File: src/inc/ecs_pkg.sv
// package: register map, codes and carriers for the configuration error status bank
package ecs_pkg;

  // register numbers as seen by the fieldbus client
  localparam logic [15:0] ECS_ADDR_MODULE_COUNT = 16'h3acb;
  localparam logic [15:0] ECS_ADDR_CFG_ENABLED  = 16'h3acc;
  localparam logic [15:0] ECS_ADDR_RSVD_FIRST   = 16'h3acd;
  localparam logic [15:0] ECS_ADDR_RSVD_LAST    = 16'h3ad3;
  localparam logic [15:0] ECS_ADDR_ERR_COUNT    = 16'h3ad4;
  localparam logic [15:0] ECS_ADDR_SLOT_FIRST   = 16'h3ad5;
  localparam logic [15:0] ECS_ADDR_SLOT_LAST    = 16'h3ae8;
  localparam logic [15:0] ECS_ADDR_TAIL_LAST    = 16'h3afb;

  // error slots and their contents
  localparam int          ECS_MAX_ERRORS    = 10;
  localparam logic [15:0] ECS_CODE_NONE     = 16'hffff;
  localparam logic [15:0] ECS_LOC_RESET     = 16'h0000;
  localparam logic [15:0] ECS_DATA_ZERO     = 16'h0000;
  localparam logic [15:0] ECS_CODE_RSVD_A   = 16'h0000;
  localparam logic [15:0] ECS_CODE_RSVD_B   = 16'h0005;
  localparam logic [15:0] ECS_CODE_LO_FIRST = 16'h0001;
  localparam logic [15:0] ECS_CODE_LO_LAST  = 16'h0015;
  localparam logic [15:0] ECS_CODE_HI_FIRST = 16'h0064;
  localparam logic [15:0] ECS_CODE_HI_LAST  = 16'h0066;
  localparam logic [3:0]  ECS_CNT_RESET     = 4'h0;
  localparam logic [15:0] ECS_STATUS_RESET  = 16'h0000;

  // location word: module index 15:12, module error 9, input 8, channel 4:0
  typedef struct packed {
    logic [3:0] module_idx;
    logic [1:0] rsvd_hi;
    logic       module_err;
    logic       dir_in;
    logic [2:0] rsvd_lo;
    logic [4:0] chan_idx;
  } ecs_loc_t;

  // one detected error as reported by the configuration checker
  typedef struct packed {
    logic [15:0] code;
    ecs_loc_t    loc;
  } ecs_err_t;

  // register read request
  typedef struct packed {
    logic        en;
    logic [15:0] addr;
  } ecs_rd_req_t;

endpackage

File: src/hdl/ecs_slot_mem.sv
// small memory holding the recorded error slots, registered read data
`timescale 1ns/1ps
module ecs_slot_mem #(
  parameter int DEPTH = 10,
  parameter int AW    = 4
) (
  input  wire logic            sys_clk,
  input  wire logic            wr_en,
  input  wire logic [AW-1:0]   wr_addr,
  input  wire ecs_pkg::ecs_err_t wr_data,
  input  wire logic [AW-1:0]   rd_addr,
  output ecs_pkg::ecs_err_t    rd_data
);
  import ecs_pkg::*;

  ecs_err_t mem [DEPTH];
  ecs_err_t rd_data_q;

  // write port; out-of-range addresses are dropped
  always_ff @(posedge sys_clk) begin
    if (wr_en && (int'(wr_addr) < DEPTH)) begin
      mem[wr_addr] <= wr_data;
    end
  end

  // no reset on the array: empty slots are masked by the count upstream
  always_ff @(posedge sys_clk) begin
    if (int'(rd_addr) < DEPTH) begin
      rd_data_q <= mem[rd_addr];
    end else begin
      rd_data_q <= '0;
    end
  end

  assign rd_data = rd_data_q;

endmodule

File: src/hdl/ecs_status_bank.sv
// read-only status bank for expansion module configuration errors
// Summary of operation
// - module count register reads the number of connected expansion modules
// - feature register reads 1 when command configuration enabled, else 0
// - reserved registers between feature and error count read zero, read-only
// - error count caps at ten; eleventh and later errors are ignored
// - codes 0 and 5 are reserved and never reported
// - codes 1, 2, 3: bad analog channel type, minimum, maximum
// - code 4: analog minimum greater than analog maximum
// - codes 6 and 8: bad analog filter and analog fallback value
// - codes 7 and 9: bad sampling setting and bad analog scope
// - codes 10, 11, 12: bad thermistor resistance, temperature, beta
// - code 13: bad digital functional mode value
// - codes 14, 15, 16: bad digital filter, fallback mode, fallback value
// - empty error-code slots read 65535
// - codes 100 and 101: bad first-module setting, module not configurable
// - each code pairs with a location word: channel, direction, kind, module
`timescale 1ns/1ps
module ecs_status_bank #(
  parameter int MAX_ERRORS = ecs_pkg::ECS_MAX_ERRORS
) (
  input  wire logic                 sys_clk,
  input  wire logic                 rst,
  input  wire logic [15:0]          module_count,
  input  wire logic                 cfg_enabled,
  input  wire logic                 err_clear,
  input  wire logic                 err_valid,
  input  wire ecs_pkg::ecs_err_t    err_in,
  input  wire ecs_pkg::ecs_rd_req_t rd_req,
  output logic                      rd_valid,
  output logic [15:0]               rd_data
);
  import ecs_pkg::*;

  logic [3:0]  err_count_q;
  logic [3:0]  err_count_d;
  logic [3:0]  base_count;
  logic        code_ok;
  logic        accept;
  logic [15:0] slot_off;
  logic [3:0]  rd_slot;
  ecs_err_t    slot_rd;
  logic        p1_valid_q;
  logic [15:0] p1_addr_q;
  logic [15:0] p1_modcnt_q;
  logic        p1_enabled_q;
  logic [3:0]  p1_count_q;
  logic [15:0] p1_off;
  logic [15:0] rd_data_d;
  logic [15:0] rd_data_q;
  logic        rd_valid_q;

  // only codes 1 to 21 other than 5, and 100 to 102, get in; reserved encodings are refused here
  always_comb begin
    code_ok = ((err_in.code >= ECS_CODE_LO_FIRST) && (err_in.code <= ECS_CODE_LO_LAST))
           || ((err_in.code >= ECS_CODE_HI_FIRST) && (err_in.code <= ECS_CODE_HI_LAST));
    if (err_in.code == ECS_CODE_RSVD_B) begin
      code_ok = 1'b0;
    end
  end

  // a clear in the same cycle as an error lets the error land in slot 0
  assign base_count = err_clear ? ECS_CNT_RESET : err_count_q;
  assign accept     = err_valid && code_ok && (int'(base_count) < MAX_ERRORS);

  always_comb begin
    err_count_d = base_count;
    if (accept) begin
      err_count_d = base_count + 4'h1;
    end
  end

  // error count, saturating at the slot depth
  always_ff @(posedge sys_clk or posedge rst) begin
    if (rst) begin
      err_count_q <= ECS_CNT_RESET;
    end else begin
      err_count_q <= err_count_d;
    end
  end

  // slot index of a read inside the code/location area
  assign slot_off = rd_req.addr - ECS_ADDR_SLOT_FIRST;
  assign rd_slot  = slot_off[4:1];

  // next free slot takes the error with its location word
  ecs_slot_mem #(
    .DEPTH (MAX_ERRORS),
    .AW    (4)
  ) u_slots (
    .sys_clk (sys_clk),
    .wr_en   (accept),
    .wr_addr (base_count),
    .wr_data (err_in),
    .rd_addr (rd_slot),
    .rd_data (slot_rd)
  );

  // first read stage: capture address and a snapshot of the live status
  always_ff @(posedge sys_clk or posedge rst) begin
    if (rst) begin
      p1_valid_q   <= 1'b0;
      p1_addr_q    <= ECS_STATUS_RESET;
      p1_modcnt_q  <= ECS_STATUS_RESET;
      p1_enabled_q <= 1'b0;
      p1_count_q   <= ECS_CNT_RESET;
    end else begin
      p1_valid_q   <= rd_req.en;
      p1_addr_q    <= rd_req.addr;
      p1_modcnt_q  <= module_count;
      p1_enabled_q <= cfg_enabled;
      p1_count_q   <= err_count_q;
    end
  end

  assign p1_off = p1_addr_q - ECS_ADDR_SLOT_FIRST;

  // read mux; anything not named here, reserved included, reads zero
  always_comb begin
    rd_data_d = ECS_DATA_ZERO;
    if (p1_addr_q == ECS_ADDR_MODULE_COUNT) begin
      rd_data_d = p1_modcnt_q;
    end else if (p1_addr_q == ECS_ADDR_CFG_ENABLED) begin
      rd_data_d = {15'h0000, p1_enabled_q};
    end else if (p1_addr_q == ECS_ADDR_ERR_COUNT) begin
      rd_data_d = {12'h000, p1_count_q};
    end else if ((p1_addr_q >= ECS_ADDR_SLOT_FIRST) && (p1_addr_q <= ECS_ADDR_SLOT_LAST)) begin
      if (p1_off[4:1] >= p1_count_q) begin
        rd_data_d = p1_off[0] ? ECS_LOC_RESET : ECS_CODE_NONE;
      end else begin
        rd_data_d = p1_off[0] ? 16'(slot_rd.loc) : slot_rd.code;
      end
    end
  end

  // answer stage; writes do not exist, so the bank cannot be altered from outside
  always_ff @(posedge sys_clk or posedge rst) begin
    if (rst) begin
      rd_valid_q <= 1'b0;
      rd_data_q  <= ECS_DATA_ZERO;
    end else begin
      rd_valid_q <= p1_valid_q;
      rd_data_q  <= p1_valid_q ? rd_data_d : ECS_DATA_ZERO;
    end
  end

  assign rd_valid = rd_valid_q;
  assign rd_data  = rd_data_q;
endmodule

File: config.mk
export PLATFORM = sky130hd
export DESIGN_NAME = ecs_status_bank
export DESIGN_NICKNAME = d
export VERILOG_FILES = /design/src/inc/ecs_pkg.sv /design/src/hdl/ecs_slot_mem.sv /design/src/hdl/ecs_status_bank.sv
export SDC_FILE = /design/constraint.sdc
export NUM_CORES = 1
export LEC_CHECK = 0
export BUFFER_PORTS_ARGS = -buffer_cell sky130_fd_sc_hd__buf_4
export CAP_MARGIN = 20
export CORE_UTILIZATION = 50
export DETAILED_ROUTE_END_ITERATION = 7
export PLACE_DENSITY = 0.71
export SLEW_MARGIN = 10
export SYNTH_ARGS = -nofsm -noshare
export SYNTH_HDL_FRONTEND = slang
export SYNTH_SLANG_ARGS = --single-unit
File: constraint.sdc
create_clock -name sys_clk -period 5.53 [get_ports sys_clk]
set_clock_uncertainty 0.15 [all_clocks]
set_input_delay 0.2765 -clock sys_clk [delete_from_list [all_inputs] [get_ports sys_clk]]
set_output_delay 0.2765 -clock sys_clk [all_outputs]
set_load 0.01 [all_outputs]
==> flow_metrics.env, run 1 <==
export IMPL_synth_seq_cells=411
export IMPL_cts_max_level=2
export IMPL_hp_start="err_valid"
export IMPL_violations="DRC"
export IMPL_cts_buffers=42
export IMPL_grt_setup_unrepaired="no"
export IMPL_rr_startpoint="p1_addr_q[0]$_DFF_PP0_"
export IMPL_synth_commonest_cells="edfxtp_1, mux2i_1, dfrtp_1"
export IMPL_clock_sinks=411
export IMPL_num_rows=64
export IMPL_status="finished, violations left"
export IMPL_relSlewSlack_pct=23.36
export IMPL_cp_max_fo=32
export IMPL_hp_class="in -> reg"
export IMPL_grt_pass1_wl_um=51120
export IMPL_fin_crit_sh_pct=68.84
export IMPL_fmax_ghz=0.2627
export IMPL_antenna_cells=0
export IMPL_cpPeakStageDelay_ns=0.76
export IMPL_slowest_stage="dfrtp_1"
export IMPL_setup_tns_final_ns=0
export IMPL_whs_ns=0.1054
export IMPL_grt_max_degree=60
export IMPL_cpMostUsedCell="ha_1"
export IMPL_wl_per_cell_um=22.67
export IMPL_cts_clk_slew_worst_paths_ns=0.06
export IMPL_met2_usage_pct=35.91
export IMPL_ys_warn_count=0
export IMPL_place_inst=1342
export IMPL_cts_tree="built"
export IMPL_finalPower_mw=6.851
export IMPL_cts_buffer_depth=3
export IMPL_initial_core_util_pct=51.11
export IMPL_vias=8546
export IMPL_maxCapViolCount=0
export IMPL_gp_congestion=0.8281
export IMPL_die_area_sq_um=32140
export IMPL_end_kind="register"
export IMPL_drtAntennaViolNets=0
export IMPL_drc=18
export IMPL_cpLargestDelayFamily="compound AO/OA/AOI/OAI gates"
export IMPL_root_buffer="clkbuf_16"
export IMPL_worst_pin_slew_ns=1.148
export IMPL_synth_top_flop_cell="edfxtp_1"
export IMPL_synth_seq_area_share_pct=74.62
export IMPL_ios=87
export IMPL_critPathBufInv=3
export IMPL_ys_types=52
export IMPL_cts_resized=0
export IMPL_die_x_um=179.3
export IMPL_die_y_um=179.3
export IMPL_synth_top_area_cell="edfxtp_1"
export IMPL_crit_start="p1_addr_q[0]$_DFF_PP0_"
export IMPL_arrival_ns=4.09
export IMPL_min_period_ns=3.807
export IMPL_hpwl_um=18690
export IMPL_setup_violations=0
export IMPL_worstSetupPathType="reg -> reg"
export IMPL_async_flop_share_pct=14.36
export IMPL_syn_nets=976
export IMPL_grtUsageMet1_pct=29.70
export IMPL_clk_latency_ns=0.55
export IMPL_syn2layout_area_growth_pct=20.62
export IMPL_avgSynthCellArea_sq_um=17.60
export IMPL_synth_top_cell_area_share_pct=61.15
export IMPL_hold_violations=0
export IMPL_maxSlewViolCount=0
export IMPL_synth_area_leaders="edfxtp_1, dfrtp_1, mux2i_1"
export IMPL_grt_pass1_vias=8498
export IMPL_drive_gt1_share_pct=19.87
export IMPL_dpl_cell_area_sq_um=16800
export IMPL_synth_most_common_cell="edfxtp_1"
export IMPL_crit_chain="clkinv_1 > ha_1 > inv_1 > a21oi_1 > xnor2_1 > ha_1 > a2111oi_4 > buf_4 > o21a_1 > o2111ai_1 > a221oi_1"
export IMPL_power_density_nw_per_um2=361.4
export IMPL_wirelength_um=33730
export IMPL_synth_edf_count=320
export IMPL_firstDrtPassIters=7
export IMPL_peakVddDrop_mv=0.2165
export IMPL_vias_per_cell=5.743
export IMPL_p_leak_nw=6.844
export IMPL_coreArea_sq_um=30750
export IMPL_drt_iter0_drc=757
export IMPL_place_port_buffers=86
export IMPL_required_ns=5.81
export IMPL_fin_nets=1142
export IMPL_stdcell_count=1488
export IMPL_grt_antenna_before_repair=3
export IMPL_syn_area_sq_um=15720
export IMPL_cts_setup_buffers=0
export IMPL_track_usage_pct=21.59
export IMPL_top_usage_layer="met2"
export IMPL_synthCells=893
export IMPL_overflow=0
export IMPL_final_area_sq_um=18960
export IMPL_startpoint_type="register"
export IMPL_grt_util_met3_pct=3.584
[final cells by class]
cell class / instances / area (sq um)
multi-input cells: 417 / 3749
clock buffers: 57 / 1147
fillers: 2200 / 11790
inverters: 17 / 63.81
well taps: 396 / 495.5
repair buffers: 170 / 1466
clock inverters: 20 / 307.8
flip-flops and latches: 411 / 11730
[metal layers]
layer	vias to the layer above	share of wire, %
li1	3865	-
met1	4327	43
met2	295	49
met3	55	6.7
met4	4	1.8
met5	-	0.080
[logic make-up after synthesis]
group / synth area share [%]
AO/OA/AOI/OAI: 7.261
XOR/XNOR: 0.6131
adder cells (fa/ha/maj): 1.035
buffers and inverters: 1.927
flip-flops: 74.62
multiplexers: 10.70
AND/OR/NAND/NOR: 3.846
[worst paths after layout]
check                                      endpoint  slack, ns  cells past startpoint
max                            rd_data[0]$_DFF_PP0_       1.72                     11
min                        err_count_q[2]$_DFF_PP0_       0.11                      5
max reg2reg                    rd_data[0]$_DFF_PP0_       1.72                     11
min reg2reg                      rd_valid$_DFF_PP0_       0.25                      0
max in group asynchronous     rd_data[13]$_DFF_PP0_       4.40                      4
min in group asynchronous    p1_addr_q[4]$_DFF_PP0_       0.36                      4
[where the power goes]
part / switching, mW / internal, mW / total [mW]
sequential: 0.0345 / 3.38 / 3.42
combinational: 0.290 / 0.244 / 0.535
clock: 1.15 / 1.75 / 2.90
[through the flow]
stage | setup WS, ns | utilization [%]
after floorplan | 0.2774 | -
after global placement | 1.596 | 54.65
after detailed placement | 1.479 | 54.65
after CTS | 1.476 | 61.60
after global routing | 1.371 | 61.65
final | 1.723 | 61.65
[worst reg2reg max path, cell delays in order, from the launching register on]
cell,delay (ns)
dfrtp_1,0.76
clkinv_1,0.59
ha_1,0.43
inv_1,0.06
a21oi_1,0.07
xnor2_1,0.14
ha_1,0.24
a2111oi_4,0.32
buf_4,0.34
o21a_1,0.17
o2111ai_1,0.12
a221oi_1,0.32
[sequential cells by signal (all words and copies together), names as in the netlist]
register,count
p1_count_q,4
u_slots.rd_data,32
err_count_q,4
p1_addr_q,16
rd_valid,1
p1_enabled_q,1
rd_data,16
p1_modcnt_q,16
u_slots.mem,320
p1_valid_q,1
[what timing repair did]
| action | in CTS | in global routing |
|---|---|---|
| hold buffers | 68 | 0 |
| hold endpoints to repair | 415 | 0 |
| endpoints found under the setup margin | 0 | 0 |
[cell usage in the layout, fill, tap and decap left out, types with 11 or more instances in the layout]
| cell type | n |
|---|---|
| inv_1 | 15 |
| o21ai_0 | 22 |
| nand2_1 | 15 |
| buf_4 | 100 |
| o2111ai_1 | 16 |
| o22ai_1 | 33 |
| dfrtp_1 | 59 |
| dfxtp_1 | 32 |
| ha_1 | 12 |
| a21oi_1 | 19 |
| mux4_2 | 32 |
| o21a_1 | 17 |
| clkbuf_1 | 11 |
| dlygate4sd3_1 | 68 |
| edfxtp_1 | 320 |
| mux2i_1 | 96 |
| a221o_1 | 32 |
| nor2_1 | 35 |
| nor2b_1 | 22 |
| clkbuf_16 | 42 |
Power figures use the tool's default switching activity.
==> run 2: changes to the inputs <==
PLACE_DENSITY = 0.74   (was 0.71)
clock period = 3.1 ns   (was 5.53 ns; I/O delays follow)
==> run 2 against run 1 <==
  * The run still ends with DRC left
  * Sequential power up 79%
  * Wire length is 3.3% higher
  * Die area stayed put
  * Combinational power grew 80%
  * Cell area rose by 1.7%
==> flow_metrics.env, run 2 (synthesized netlist as in run 1, its figures left out) <==
export IMPL_crit_end="u_slots.mem[1][29]$_DFFE_PP_"
export IMPL_drtAntennaViolNets=0
export IMPL_worst_pin_slew_ns=1.021
export IMPL_fin_nets=1163
export IMPL_place_port_buffers=86
export IMPL_crit_chain="dlygate4sd3_1 > buf_4 > nor3_1 > o21ai_0 > nor3b_1 > buf_4 > and2_1 > o211a_1 > buf_4"
export IMPL_reg2reg_depth=11
export IMPL_final_common_cell="edfxtp_1"
export IMPL_grt_max_degree=40
export IMPL_ios=87
export IMPL_fmax_ghz=0.3568
export IMPL_cpLargestDelayFamily="buffers and inverters"
export IMPL_top_register="u_slots.mem"
export IMPL_clk_latency_ns=0.55
export IMPL_root_buffer="clkbuf_16"
export IMPL_die_area_sq_um=32140
export IMPL_drive_gt1_share_pct=21.45
export IMPL_cp_max_fo=15
export IMPL_rr_startpoint="p1_addr_q[1]$_DFF_PP0_"
export IMPL_largest_register_ffs=320
export IMPL_firstDrtPassIters=8
export IMPL_worstSetupPathType="in -> reg"
export IMPL_overflow=0
export IMPL_die_y_um=179.3
export IMPL_cp_depth=9
export IMPL_required_ns=3.17
export IMPL_initial_core_util_pct=51.11
export IMPL_p_leak_nw=7.010
export IMPL_p_int_mw=9.627
export IMPL_r2r_end="rd_data[12]$_DFF_PP0_"
export IMPL_p_sw_mw=2.652
export IMPL_cts_tree="built"
export IMPL_regToRegSetupSlack_ns=0.35
export IMPL_grt_pass1_vias=8847
export IMPL_swShare_pct=21.60
export IMPL_syn2layout_area_growth_pct=22.68
export IMPL_maxSlewViolCount=0
export IMPL_maxCapViolCount=0
export IMPL_setup_tns_final_ns=0
export IMPL_hold_buffers=68
export IMPL_startpoint_type="primary input"
export IMPL_min_period_ns=2.803
export IMPL_setup_violations=0
export IMPL_hold_violations=0
export IMPL_cts_clk_slew_worst_paths_ns=0.06
export IMPL_arrival_ns=2.87
export IMPL_seq_power_share_pct=49.8
export IMPL_cts_buffer_depth=3
export IMPL_power_density_nw_per_um2=636.9
export IMPL_cpMostUsedCell="buf_4"
export IMPL_wirelength_um=34830
export IMPL_relSlewSlack_pct=31.83
export IMPL_peakVddDrop_mv=0.4906
export IMPL_cts_max_level=2
export IMPL_critPathBufInv=4
export IMPL_drt_iter0_drc=825
export IMPL_vias_per_cell=5.842
export IMPL_fin_crit_sh_pct=90.42
export IMPL_clock_sinks=411
export IMPL_gp_congestion=0.8249
export IMPL_finalPower_mw=12.28
export IMPL_hpwl_um=20180
export IMPL_num_rows=64
export IMPL_pwr_share_clk_pct=42.3
export IMPL_slowest_stage="dlygate4sd3_1"
export IMPL_cts_setup_buffers=0
export IMPL_grt_antenna_before_repair=4
export IMPL_whs_ns=0.04305
export IMPL_coreArea_sq_um=30750
export IMPL_grt_pass1_wl_um=52130
export IMPL_die_x_um=179.3
export IMPL_track_usage_pct=22.15
export IMPL_final_cell_mix="edfxtp_1, buf_4, mux2i_1"
export IMPL_combPwrFrac_pct=7.9
export IMPL_cpPeakStageDelay_ns=0.56
export IMPL_status="finished, violations left"
export IMPL_crit_start="err_in[28]"
export IMPL_vias=8828
export IMPL_drc=22
export IMPL_cts_buffers=42
export IMPL_wl_per_cell_um=23.05
export IMPL_grt_setup_unrepaired="no"
export IMPL_end_kind="register"
export IMPL_cts_resized=0
export IMPL_violations="DRC"
export IMPL_hp_class="in -> reg"
-- run 2: worst min path at each step --
stage	startpoint	to	slack, ns	cells after the start
global route	err_valid	err_count_q[2]$_DFF_PP0_	0.06	6
detailed placement	module_count[11]	p1_modcnt_q[11]$_DFF_PP0_	0.12	1
floorplan	rd_req[0]	p1_addr_q[0]$_DFF_PP0_	0.04	0
CTS	err_valid	err_count_q[1]$_DFF_PP0_	0.03	6
finish	err_valid	err_count_q[1]$_DFF_PP0_	0.04	6
global placement	rd_req[15]	p1_addr_q[15]$_DFF_PP0_	0.11	1
-- run 2: final cells by class --
| cell class | count | area (sq um) |
|---|---|---|
| diodes | 1 | 2.502 |
| clock buffers | 54 | 1147 |
| clock inverters | 24 | 300.3 |
| fillers | 2167 | 11470 |
| inverters | 17 | 63.81 |
| multi-input cells | 417 | 3765 |
| flip-flops and latches | 411 | 11730 |
| well taps | 396 | 495.5 |
| repair buffers | 191 | 1779 |
-- run 2: metrics by stage --
stage                     utilization [%]  setup slack, ns  instance area [sq um]  cells
after global routing                62.70           0.1169                  19280   1511
after detailed placement            55.77           0.3857                  17150   1364
after floorplan                         -          -0.5058                  15740    893
after global placement              55.77           0.4510                  17150   1364
final                               62.70           0.2971                  19280   1511
after CTS                           62.69           0.3652                  19280   1510
-- run 2: routing by layer --
layer  track usage, %  routed length [um]
met1            29.58               14410
met2            36.97               17220
met3            4.262                2535
met4            6.373                 629
met5                0                  37
-- run 2: tightest hold or removal path, delay by kind of cell --
| family | cells | cell delay [ns] |
|---|---|---|
| AND/OR/NAND/NOR | 3 | 0.19 |
| AO/OA/AOI/OAI | 1 | 0.07 |
| buffers and inverters | 2 | 0.27 |
-- run 2: power groups by stage --
stage / Combinational (mW) / Clock (mW) / Sequential [mW]
finish: 0.964 / 5.20 / 6.12
global route: 1.04 / 5.48 / 6.12
CTS: 0.968 / 5.28 / 6.11
detailed placement: 0.887 / 0 / 6.23
global placement: 0.871 / 0 / 6.23
floorplan: 0.578 / 0 / 6.17
